### config.mk
export PLATFORM = sky130hd
export DESIGN_NAME = cfi_port
export DESIGN_NICKNAME = d
export VERILOG_FILES = /design/src/logic/cfi_msg_buf.v /design/src/logic/cfi_port.v
export VERILOG_INCLUDE_DIRS = /design/src /design/src/logic
export SDC_FILE = /design/constraint.sdc
export NUM_CORES = 1
export LEC_CHECK = 0
export ABC_CLOCK_PERIOD_IN_PS = 4700
export BUFFER_PORTS_ARGS = -buffer_cell sky130_fd_sc_hd__buf_2
export CELL_PAD_IN_SITES_DETAIL_PLACEMENT = 2
export CELL_PAD_IN_SITES_GLOBAL_PLACEMENT = 2
export CORE_MARGIN = 2
export CORE_UTILIZATION = 44
export DETAILED_ROUTE_END_ITERATION = 8
export PLACE_DENSITY_LB_ADDON = 0.12
export SLEW_MARGIN = 10
export SYNTH_ARGS = -nofsm -noshare
export SYNTH_HDL_FRONTEND = slang
export SYNTH_SLANG_ARGS = --single-unit
### constraint.sdc
create_clock -name sys_clk -period 4.7 [get_ports sys_clk]
set_clock_uncertainty 0.15 [all_clocks]
set_input_delay 0.235 -clock sys_clk [delete_from_list [all_inputs] [get_ports sys_clk]]
set_output_delay 0.235 -clock sys_clk [all_outputs]
set_load 0.005 [all_outputs]
### src/logic/cfi_consts.vh
/*
  Constants for the configuration-memory fault injection port.
  Assumes inclusion by bare name from the design files under logic/.
*/
`ifndef CFI_CONSTS_VH
`define CFI_CONSTS_VH

// Host command word, shifted in LSB first
`define CFI_CMD_W 8
`define CFI_ADDR_W 6
`define CFI_OP_LSB 6
`define CFI_OP_W 2
`define CFI_OP_STATUS 2'h0
`define CFI_OP_INJECT 2'h1
`define CFI_OP_SCRUB 2'h2
`define CFI_OP_RESET 2'h3

// Modelled configuration memory
`define CFI_MEM_BITS 64
`define CFI_MEM_INIT 64'hA5A5_5A5A_C3C3_3C3C

// Error message stream
`define CFI_EMR_W 32
`define CFI_CNT_W 8

// Status word shifted out: {message, count, flags}
`define CFI_FLAG_W 8
`define CFI_STAT_W 48

// Done pulse length in test-clock rising edges
`define CFI_DONE_TCK 5'h14
`define CFI_DONE_W 5

// Exported oscillator: half period in sys_clk cycles
`define CFI_OSC_HALF 3'h4
`define CFI_OSC_W 3

`endif

### src/logic/cfi_msg_buf.v
/*
  Two-entry buffer for error message words, valid/ready on both sides.
  Assumes both sides run on sys_clk; reset_n is asynchronous, active low.
*/
`timescale 1ns/100ps
`include "cfi_consts.vh"

module cfi_msg_buf (
  // Clock and reset
  input wire sys_clk,
  input wire reset_n,
  // Filling side
  input wire in_valid,
  output wire in_ready,
  input wire [`CFI_EMR_W-1:0] in_data,
  // Draining side
  output wire out_valid,
  input wire out_ready,
  output wire [`CFI_EMR_W-1:0] out_data
);

  reg [`CFI_EMR_W-1:0] slot0;
  reg [`CFI_EMR_W-1:0] slot1;
  reg [1:0] fill;
  wire push;
  wire pop;

  // Full only at two words, so the source really stalls
  assign in_ready = (fill != 2'h2);
  assign out_valid = (fill != 2'h0);
  assign out_data = slot0;
  assign push = in_valid & in_ready;
  assign pop = out_valid & out_ready;

  // Slot0 is always the head word
  always @(posedge sys_clk or negedge reset_n) begin
    if (!reset_n) begin
      slot0 <= {`CFI_EMR_W{1'b0}};
      slot1 <= {`CFI_EMR_W{1'b0}};
      fill <= 2'h0;
    end else begin
      if (pop) begin
        slot0 <= (fill == 2'h2) ? slot1 : in_data;
        if (push && fill == 2'h2) begin
          slot1 <= in_data;
        end
      end else if (push) begin
        if (fill == 2'h0) begin
          slot0 <= in_data;
        end else begin
          slot1 <= in_data;
        end
      end
      if (push && !pop) begin
        fill <= fill + 2'h1;
      end else if (pop && !push) begin
        fill <= fill - 2'h1;
      end
    end
  end

endmodule

### src/logic/cfi_port.v
/*
  Fault injection port: serial host command link, modelled configuration
  memory with checker, scrub and bit-flip injection, done pulses, and the
  error message stream sink.
  Assumes the host drives tck/tms/tdi asynchronously to sys_clk and the
  message unloader runs on sys_clk, like both sides of the message buffer.
*/
// What this block does
// The unloader drives crc_error_in high while the memory checker reports an error.
// The unloader presents the error message word on emr_data with streaming data rules.
// The unloader asserts emr_valid only while emr_data holds a valid word.
// Module reset comes from the host, by reset_n or by a reset command over the link.
// A completed injection raises error_injected for 20 test-clock cycles.
// A completed scrub raises error_scrubbed for 20 test-clock cycles.
// The block exports a clock from its internal oscillator on osc_clk_out.
// The memory has error detection, scrub correction and forced upset by injection.
// Commands arrive over the serial test link and status returns over the same link.
// Injection inverts the addressed memory bit rather than forcing a value.
// During reset both done outputs are low and any partial command is dropped.
`timescale 1ns/100ps
`include "cfi_consts.vh"

module cfi_port (
  // Clock and reset
  input wire sys_clk,
  input wire reset_n,
  // Serial test link from host
  input wire tck,
  input wire tms,
  input wire tdi,
  output reg tdo_out,
  output reg tdo_oe_n,
  // Error message stream from unloader
  input wire crc_error_in,
  input wire [`CFI_EMR_W-1:0] emr_data,
  input wire emr_valid,
  output wire emr_ready,
  // Completion pulses and exported clock
  output reg error_injected,
  output reg error_scrubbed,
  output reg osc_clk_out
);

  localparam ST_IDLE = 2'b01;
  localparam ST_SHIFT = 2'b10;

  reg tck_s1, tck_s2, tck_s3;
  reg tms_s1, tms_s2;
  reg tdi_s1, tdi_s2;
  reg [1:0] state;
  reg [`CFI_CMD_W-1:0] cmd;
  reg [`CFI_STAT_W-1:0] status_sh;
  reg [`CFI_MEM_BITS-1:0] config_mem;
  reg crc_seen;
  reg [`CFI_EMR_W-1:0] last_msg;
  reg [`CFI_CNT_W-1:0] msg_count;
  reg [`CFI_OSC_W-1:0] osc_cnt;
  reg [`CFI_DONE_W-1:0] done_cnt [0:1];
  wire tck_rise;
  wire tck_fall;
  wire frame_end;
  wire [1:0] done_start;
  wire [1:0] done_level;
  wire mem_mismatch;
  wire soft_reset;
  wire buf_valid;
  wire buf_ready;
  wire [`CFI_EMR_W-1:0] buf_data;
  wire [`CFI_FLAG_W-1:0] flags;

  // Opcode decode, shared by all command consumers
  function cmd_is;
    input [`CFI_CMD_W-1:0] c;
    input [`CFI_OP_W-1:0] op;
    begin
      cmd_is = (c[`CFI_OP_LSB +: `CFI_OP_W] == op);
    end
  endfunction

  // Link pins cross into sys_clk; tck gets a third stage for edges
  always @(posedge sys_clk or negedge reset_n) begin
    if (!reset_n) begin
      tck_s1 <= 1'b0;
      tck_s2 <= 1'b0;
      tck_s3 <= 1'b0;
      tms_s1 <= 1'b1;
      tms_s2 <= 1'b1;
      tdi_s1 <= 1'b0;
      tdi_s2 <= 1'b0;
    end else begin
      tck_s1 <= tck;
      tck_s2 <= tck_s1;
      tck_s3 <= tck_s2;
      tms_s1 <= tms;
      tms_s2 <= tms_s1;
      tdi_s1 <= tdi;
      tdi_s2 <= tdi_s1;
    end
  end

  assign tck_rise = tck_s2 & ~tck_s3;
  assign tck_fall = ~tck_s2 & tck_s3;
  assign frame_end = tck_rise & tms_s2 & (state == ST_SHIFT);
  // Host reset command
  assign soft_reset = frame_end & cmd_is(cmd, `CFI_OP_RESET);
  // Injection flips one bit
  assign done_start[0] = frame_end & cmd_is(cmd, `CFI_OP_INJECT);
  // Scrub restores golden image
  assign done_start[1] = frame_end & cmd_is(cmd, `CFI_OP_SCRUB);

  // Checker compares memory with golden image
  assign mem_mismatch = (config_mem != `CFI_MEM_INIT);
  assign flags = {4'h0, state == ST_SHIFT, crc_seen, mem_mismatch,
                  error_injected | error_scrubbed};

  // Serial command shift and frame decode
  always @(posedge sys_clk or negedge reset_n) begin
    if (!reset_n) begin
      // Partial command dropped
      state <= ST_IDLE;
      cmd <= {`CFI_CMD_W{1'b0}};
      status_sh <= {`CFI_STAT_W{1'b0}};
    end else begin
      case (state)
        ST_IDLE: begin
          // Reload so the first bit is ready before the first rise
          status_sh <= {last_msg, msg_count, flags};
          if (tck_rise && !tms_s2) begin
            state <= ST_SHIFT;
            cmd <= {tdi_s2, cmd[`CFI_CMD_W-1:1]};
            status_sh <= {1'b0, last_msg, msg_count, flags[`CFI_FLAG_W-1:1]};
          end
        end
        ST_SHIFT: begin
          if (tck_rise && tms_s2) begin
            state <= ST_IDLE;
          end else if (tck_rise) begin
            cmd <= {tdi_s2, cmd[`CFI_CMD_W-1:1]};
            status_sh <= {1'b0, status_sh[`CFI_STAT_W-1:1]};
          end
        end
        default: begin
          state <= ST_IDLE;
        end
      endcase
    end
  end

  // Status returns on tdo, updated on falling tck
  always @(posedge sys_clk or negedge reset_n) begin
    if (!reset_n) begin
      tdo_out <= 1'b0;
      tdo_oe_n <= 1'b1;
    end else begin
      tdo_oe_n <= (state != ST_SHIFT);
      if (tck_fall || state == ST_IDLE) begin
        tdo_out <= status_sh[0];
      end
    end
  end

  // Memory model: inject and scrub act at frame end
  always @(posedge sys_clk or negedge reset_n) begin
    if (!reset_n) begin
      config_mem <= `CFI_MEM_INIT;
    end else if (done_start[1]) begin
      config_mem <= `CFI_MEM_INIT;
    end else if (done_start[0]) begin
      // Invert addressed bit
      config_mem[cmd[`CFI_ADDR_W-1:0]] <= ~config_mem[cmd[`CFI_ADDR_W-1:0]];
    end
  end

  // Sticky checker flag; a new error wins over the clearing scrub
  always @(posedge sys_clk or negedge reset_n) begin
    if (!reset_n) begin
      crc_seen <= 1'b0;
    end else if (crc_error_in) begin
      crc_seen <= 1'b1;
    end else if (done_start[1] || soft_reset) begin
      crc_seen <= 1'b0;
    end
  end

  // Done pulse counters in tck edges
  genvar gi;
  generate
    for (gi = 0; gi < 2; gi = gi + 1) begin : g_done
      always @(posedge sys_clk or negedge reset_n) begin
        if (!reset_n) begin
          done_cnt[gi] <= {`CFI_DONE_W{1'b0}};
        end else if (soft_reset) begin
          done_cnt[gi] <= {`CFI_DONE_W{1'b0}};
        end else if (done_start[gi]) begin
          done_cnt[gi] <= `CFI_DONE_TCK;
        end else if (tck_rise && done_cnt[gi] != {`CFI_DONE_W{1'b0}}) begin
          done_cnt[gi] <= done_cnt[gi] - 5'h01;
        end
      end
      assign done_level[gi] = (done_cnt[gi] != {`CFI_DONE_W{1'b0}});
    end
  endgenerate

  // Done outputs low in reset
  always @(posedge sys_clk or negedge reset_n) begin
    if (!reset_n) begin
      error_injected <= 1'b0;
      error_scrubbed <= 1'b0;
    end else begin
      // Injection done pulse
      error_injected <= done_level[0];
      // Scrub done pulse
      error_scrubbed <= done_level[1];
    end
  end

  // Words enter the buffer only with emr_valid
  cfi_msg_buf u_buf (
    .sys_clk(sys_clk),
    .reset_n(reset_n),
    .in_valid(emr_valid),
    .in_ready(emr_ready),
    .in_data(emr_data),
    .out_valid(buf_valid),
    .out_ready(buf_ready),
    .out_data(buf_data)
  );

  // Drain stalls while a status word is shifting, so it stays coherent
  assign buf_ready = (state == ST_IDLE);

  // Latest message word kept for status
  always @(posedge sys_clk or negedge reset_n) begin
    if (!reset_n) begin
      last_msg <= {`CFI_EMR_W{1'b0}};
      msg_count <= {`CFI_CNT_W{1'b0}};
    end else if (buf_valid && buf_ready) begin
      last_msg <= buf_data;
      msg_count <= msg_count + 8'h01;
    end else if (soft_reset) begin
      last_msg <= {`CFI_EMR_W{1'b0}};
      msg_count <= {`CFI_CNT_W{1'b0}};
    end
  end

  // Exported oscillator clock from divider
  always @(posedge sys_clk or negedge reset_n) begin
    if (!reset_n) begin
      osc_cnt <= {`CFI_OSC_W{1'b0}};
      osc_clk_out <= 1'b0;
    end else if (osc_cnt == `CFI_OSC_HALF - 3'h1) begin
      osc_cnt <= {`CFI_OSC_W{1'b0}};
      osc_clk_out <= ~osc_clk_out;
    end else begin
      osc_cnt <= osc_cnt + 3'h1;
    end
  end

endmodule

==> metrics.md <==
| Metric | Value |
|---|---|
| Outcome | complete, no violations |
| Antenna violations before repair | 0 |
| Core Footprint | 27600 µm² |
| Data required time of the worst path | 4950 ps |
| Pint | 5.13 mW |
| Die Footprint | 29300 µm² |
| Ratio of final minimum period to clock period | 72.2% |
| Combinational cell fraction of total power | 27.0% |
| DIE WIDTH | 171 µm |
| Timing-limited maximum frequency | 295 MHz |
| Count of port buffers added during placement | 44 |
| Most frequent cells in the layout | 246 x sky130_fd_sc_hd__nand2_1, 218 x sky130_fd_sc_hd__dfrtp_1, 165 x sky130_fd_sc_hd__o21ai_0, 73 x sky130_fd_sc_hd__a21oi_1, 60 x sky130_fd_sc_hd__mux2i_1 |
| DR DRC count | 0 |
| Leading cell type in the layout, fill and taps excluded | sky130_fd_sc_hd__nand2_1 |
| Avg Vias per Cell | 5.99 |
| Worst slew pin tran | 1140 ps |
| Maximum level of the CTS H-tree | 1 |
| Post-detailed-route wirelength per cell | 24.5 µm |
| Static leakage power | 5.82 nW |
| Via count | 10100 |
| Distinct cells, synth | 73 |
| Post-synthesis sequential element count | 254 |
| Unrepaired setup endpoints after global routing | false |
| Final-layout setup total negative slack | 0 ps |
| Drt first-iter violations | 706 |
| Worst slew slack as a fraction of its limit | 23.7% |
| Later-pin clock latency in the skew report | 560 ps |
| Global-route usage over all layers | 29.1% |
| Ant diodes | 0 |
| Xor and xnor fraction of the mapped netlist area | 0.713% |
| CTS hold repair buffers | 37 |
| Area share of the largest cell type after synthesis | 44.4% |
| Switching power of the nets | 2.95 mW |
| Critical path startpoint category | flip-flop |
| Fraction of power spent switching nets | 36.5% |
| Reg clk slew, reported paths | 70 ps |
| Final net count | 1330 |
| Synthesized-area fraction occupied by and/or/nand/nor cells | 15.0% |
| Total standard cell area after synthesis | 12300 µm² |
| Count of endpoints failing hold in the final timing report | 0 |
| Classification of the worst setup path | reg -> reg |
| Yosys Warn Count | 0 |
| EDFF count, synth | 0 |
| Post-cts sizing count | 0 |
| Worst path arrival time | 3640 ps |
| Root Buffer Master | sky130_fd_sc_hd__clkbuf_16 |
| Clock sink count | 254 |
| Pin count of the biggest net entering global routing | 114 |
| Maximum ir drop on the vdd rail | 0.000289 V |
| Final antenna-violating net count | 0 |
| Layout cell share with drive strength beyond 1 | 16.1% |
| Detailed-router iteration count before antenna repair | 6 |
| Final-layout worst hold slack | 90.8 ps |
| Library cell occupying the most area in the post-synthesis netlist | sky130_fd_sc_hd__dfrtp_1 |
| Sequential fraction of design power | 43.7% |
| Clock tree from TritonCTS | done |
| Final worst path period need | 3390 ps |
| Power Density | 572 nW/µm² |
| Ys flop type | sky130_fd_sc_hd__dfrtp_1 |
| First-pass GRT wire length | 66.6 mm |
| Proportion of synthesized area in mux cells | 9.13% |
| Initial Utilization | 44.5% |
| Row cnt | 61 |
| Class of the worst hold path | in -> reg |
| Async set-or-reset flop fraction in the synthesized netlist | 100% |
| Worst-path maximum fanout | 38 |
| Final Max Slew Viols | 0 |
| Routed wire length | 41.3 mm |
| Detailed Place HPWL | 23.1 mm |
| Total global routing overflow | 0 |
| MaxCap Viol Count | 0 |
| Count of boundary I/O pins | 45 |
| Adder-cell share of the synthesized area | 0.509% |
| Leading post-synthesis cells by cell area | sky130_fd_sc_hd__dfrtp_1 44%, sky130_fd_sc_hd__dfstp_2 7.7%, sky130_fd_sc_hd__nand2_1 7.5% |
| Category of the worst setup path capture point | flip-flop |
| P&R area growth vs syn | 14.9% |
| Count of endpoints failing setup in the final report | 0 |
| Clock buffers created by TritonCTS | 30 |
| Mean post-synth cell area | 9.83 µm² |
| Max Buffers Root-to-Sink | 3 |
| Die extent in y | 171 µm |
| Last weighted congestion value of the routability-driven placer | 0.830 |
| Via count of the first global-routing pass | 11400 |
| Setup repair bufs after CTS | 0 |
| Syn nets | 1294 |
| Dominant combinational cell family by area after synthesis | compound AO/OA/AOI/OAI gates |
| Register area share after synthesis | 52.1% |
| Cell count after synthesis | 1250 |
| Clock network fraction of design power | 29.3% |
| Complex-gate fraction of the synthesized area | 18.4% |
kinds of logic (layout without fill, tap and decap cells):
| family | count (synthesis) | after routing |
|---|---|---|
| AOI/OAI and AO/OA | 372 | 372 |
| adders and majority gates | 5 | 5 |
| buffers and inverters | 113 | 172 |
| muxes | 105 | 105 |
| xor gates and xnor gates | 10 | 10 |
| DFF | 254 | 254 |
| and+or+nand+nor | 391 | 391 |
registers in the layout (all words and copies together) (netlist names), 2 cells and up:
name / cells
done_cnt: 10
u_buf.slot1: 32
config_mem: 64
u_buf.fill: 2
osc_cnt: 3
last_msg: 32
cmd: 8
msg_count: 8
status_sh: 48
state: 2
u_buf.out_data: 32
metrics by stage:
| stage | instances | total power [mW] | setup WS (ps) | utilization [%] | instance area, µm² |
|---|---|---|---|---|---|
| 4_1_cts | 1687 | 8.06 | 1340 | 51.1 | 14100 |
| 3_3_place_gp | 1595 | 5.35 | 1570 | 46.2 | 12800 |
| 6_report | 1687 | 8.08 | 1310 | 51.1 | 14100 |
| 5_1_grt | 1687 | 8.57 | 1120 | 51.1 | 14100 |
| 3_5_place_dp | 1595 | 5.54 | 1380 | 46.2 | 12800 |
| 2_1_floorplan | 1250 | 4.80 | 2670 | - | 12300 |
critical path, cell delays in order, from the launching register on:
cell	delay, ps
sky130_fd_sc_hd__dfstp_2	970
sky130_fd_sc_hd__nand2b_1	380
sky130_fd_sc_hd__nor2_4	830
sky130_fd_sc_hd__buf_4	410
sky130_fd_sc_hd__mux2i_1	310
sky130_fd_sc_hd__o21ai_0	160
synthesized netlist by cell type (all sizes together) (8+ instances only):
cell type,instances
dfrtp,218
and3,8
o211ai,42
a21oi,74
buf,50
mux2,44
nor3,9
inv,16
o311ai,17
mux2i,60
o21ai,166
clkbuf,47
nand3,21
o31ai,26
a22o,10
dfstp,36
nand2,247
nor2,33
nand3b,8
nor4bb,11
nand4,8
power by group through the flow:
stage / Clock (mW) / Combinational, mW / Sequential [mW]
floorplan: 0 / 1.54 / 3.25
global placement: 0 / 1.91 / 3.44
detailed placement: 0 / 2.05 / 3.49
CTS: 2.39 / 2.17 / 3.49
global route: 2.50 / 2.45 / 3.61
finish: 2.37 / 2.18 / 3.53
path summary, 6_finish.rpt:
check / slack, ps / cells past startpoint / endpoint / start
hold / removal: 90 / 4 / u_buf.fill[0] / emr_valid
setup reg to reg: 1310 / 5 / u_buf.out_data[16] / state[0]
setup / recovery: 1310 / 5 / u_buf.out_data[16] / state[0]
min in group asynchronous: 140 / 2 / done_cnt[8] / reset_n
max in group asynchronous: 3080 / 3 / cmd[6] / reset_n
hold reg to reg: 220 / 0 / tdi_s2 / tdi_s1
per-layer routing:
metal | vias to the layer above | global-route usage [%] | part of all wire [%] | wire [µm]
li1 | 4540 | - | - | -
met1 | 5321 | 38.9 | 44 | 18300
met2 | 182 | 50.6 | 50 | 20600
met3 | 64 | 3.84 | 3.7 | 1510
met4 | 0 | 6.56 | 2.0 | 833
met5 | - | 0 | 0 | 0
layout make-up:
class | count | area, µm²
flip-flops and latches | 254 | 6400
repair buffers | 101 | 763
inverters | 16 | 60.1
fillers | 2835 | 13500
clock inverters | 4 | 45.0
multi-input cells | 883 | 5430
clock buffers | 51 | 951
well taps | 378 | 473
(Power assumes the default switching activity.)
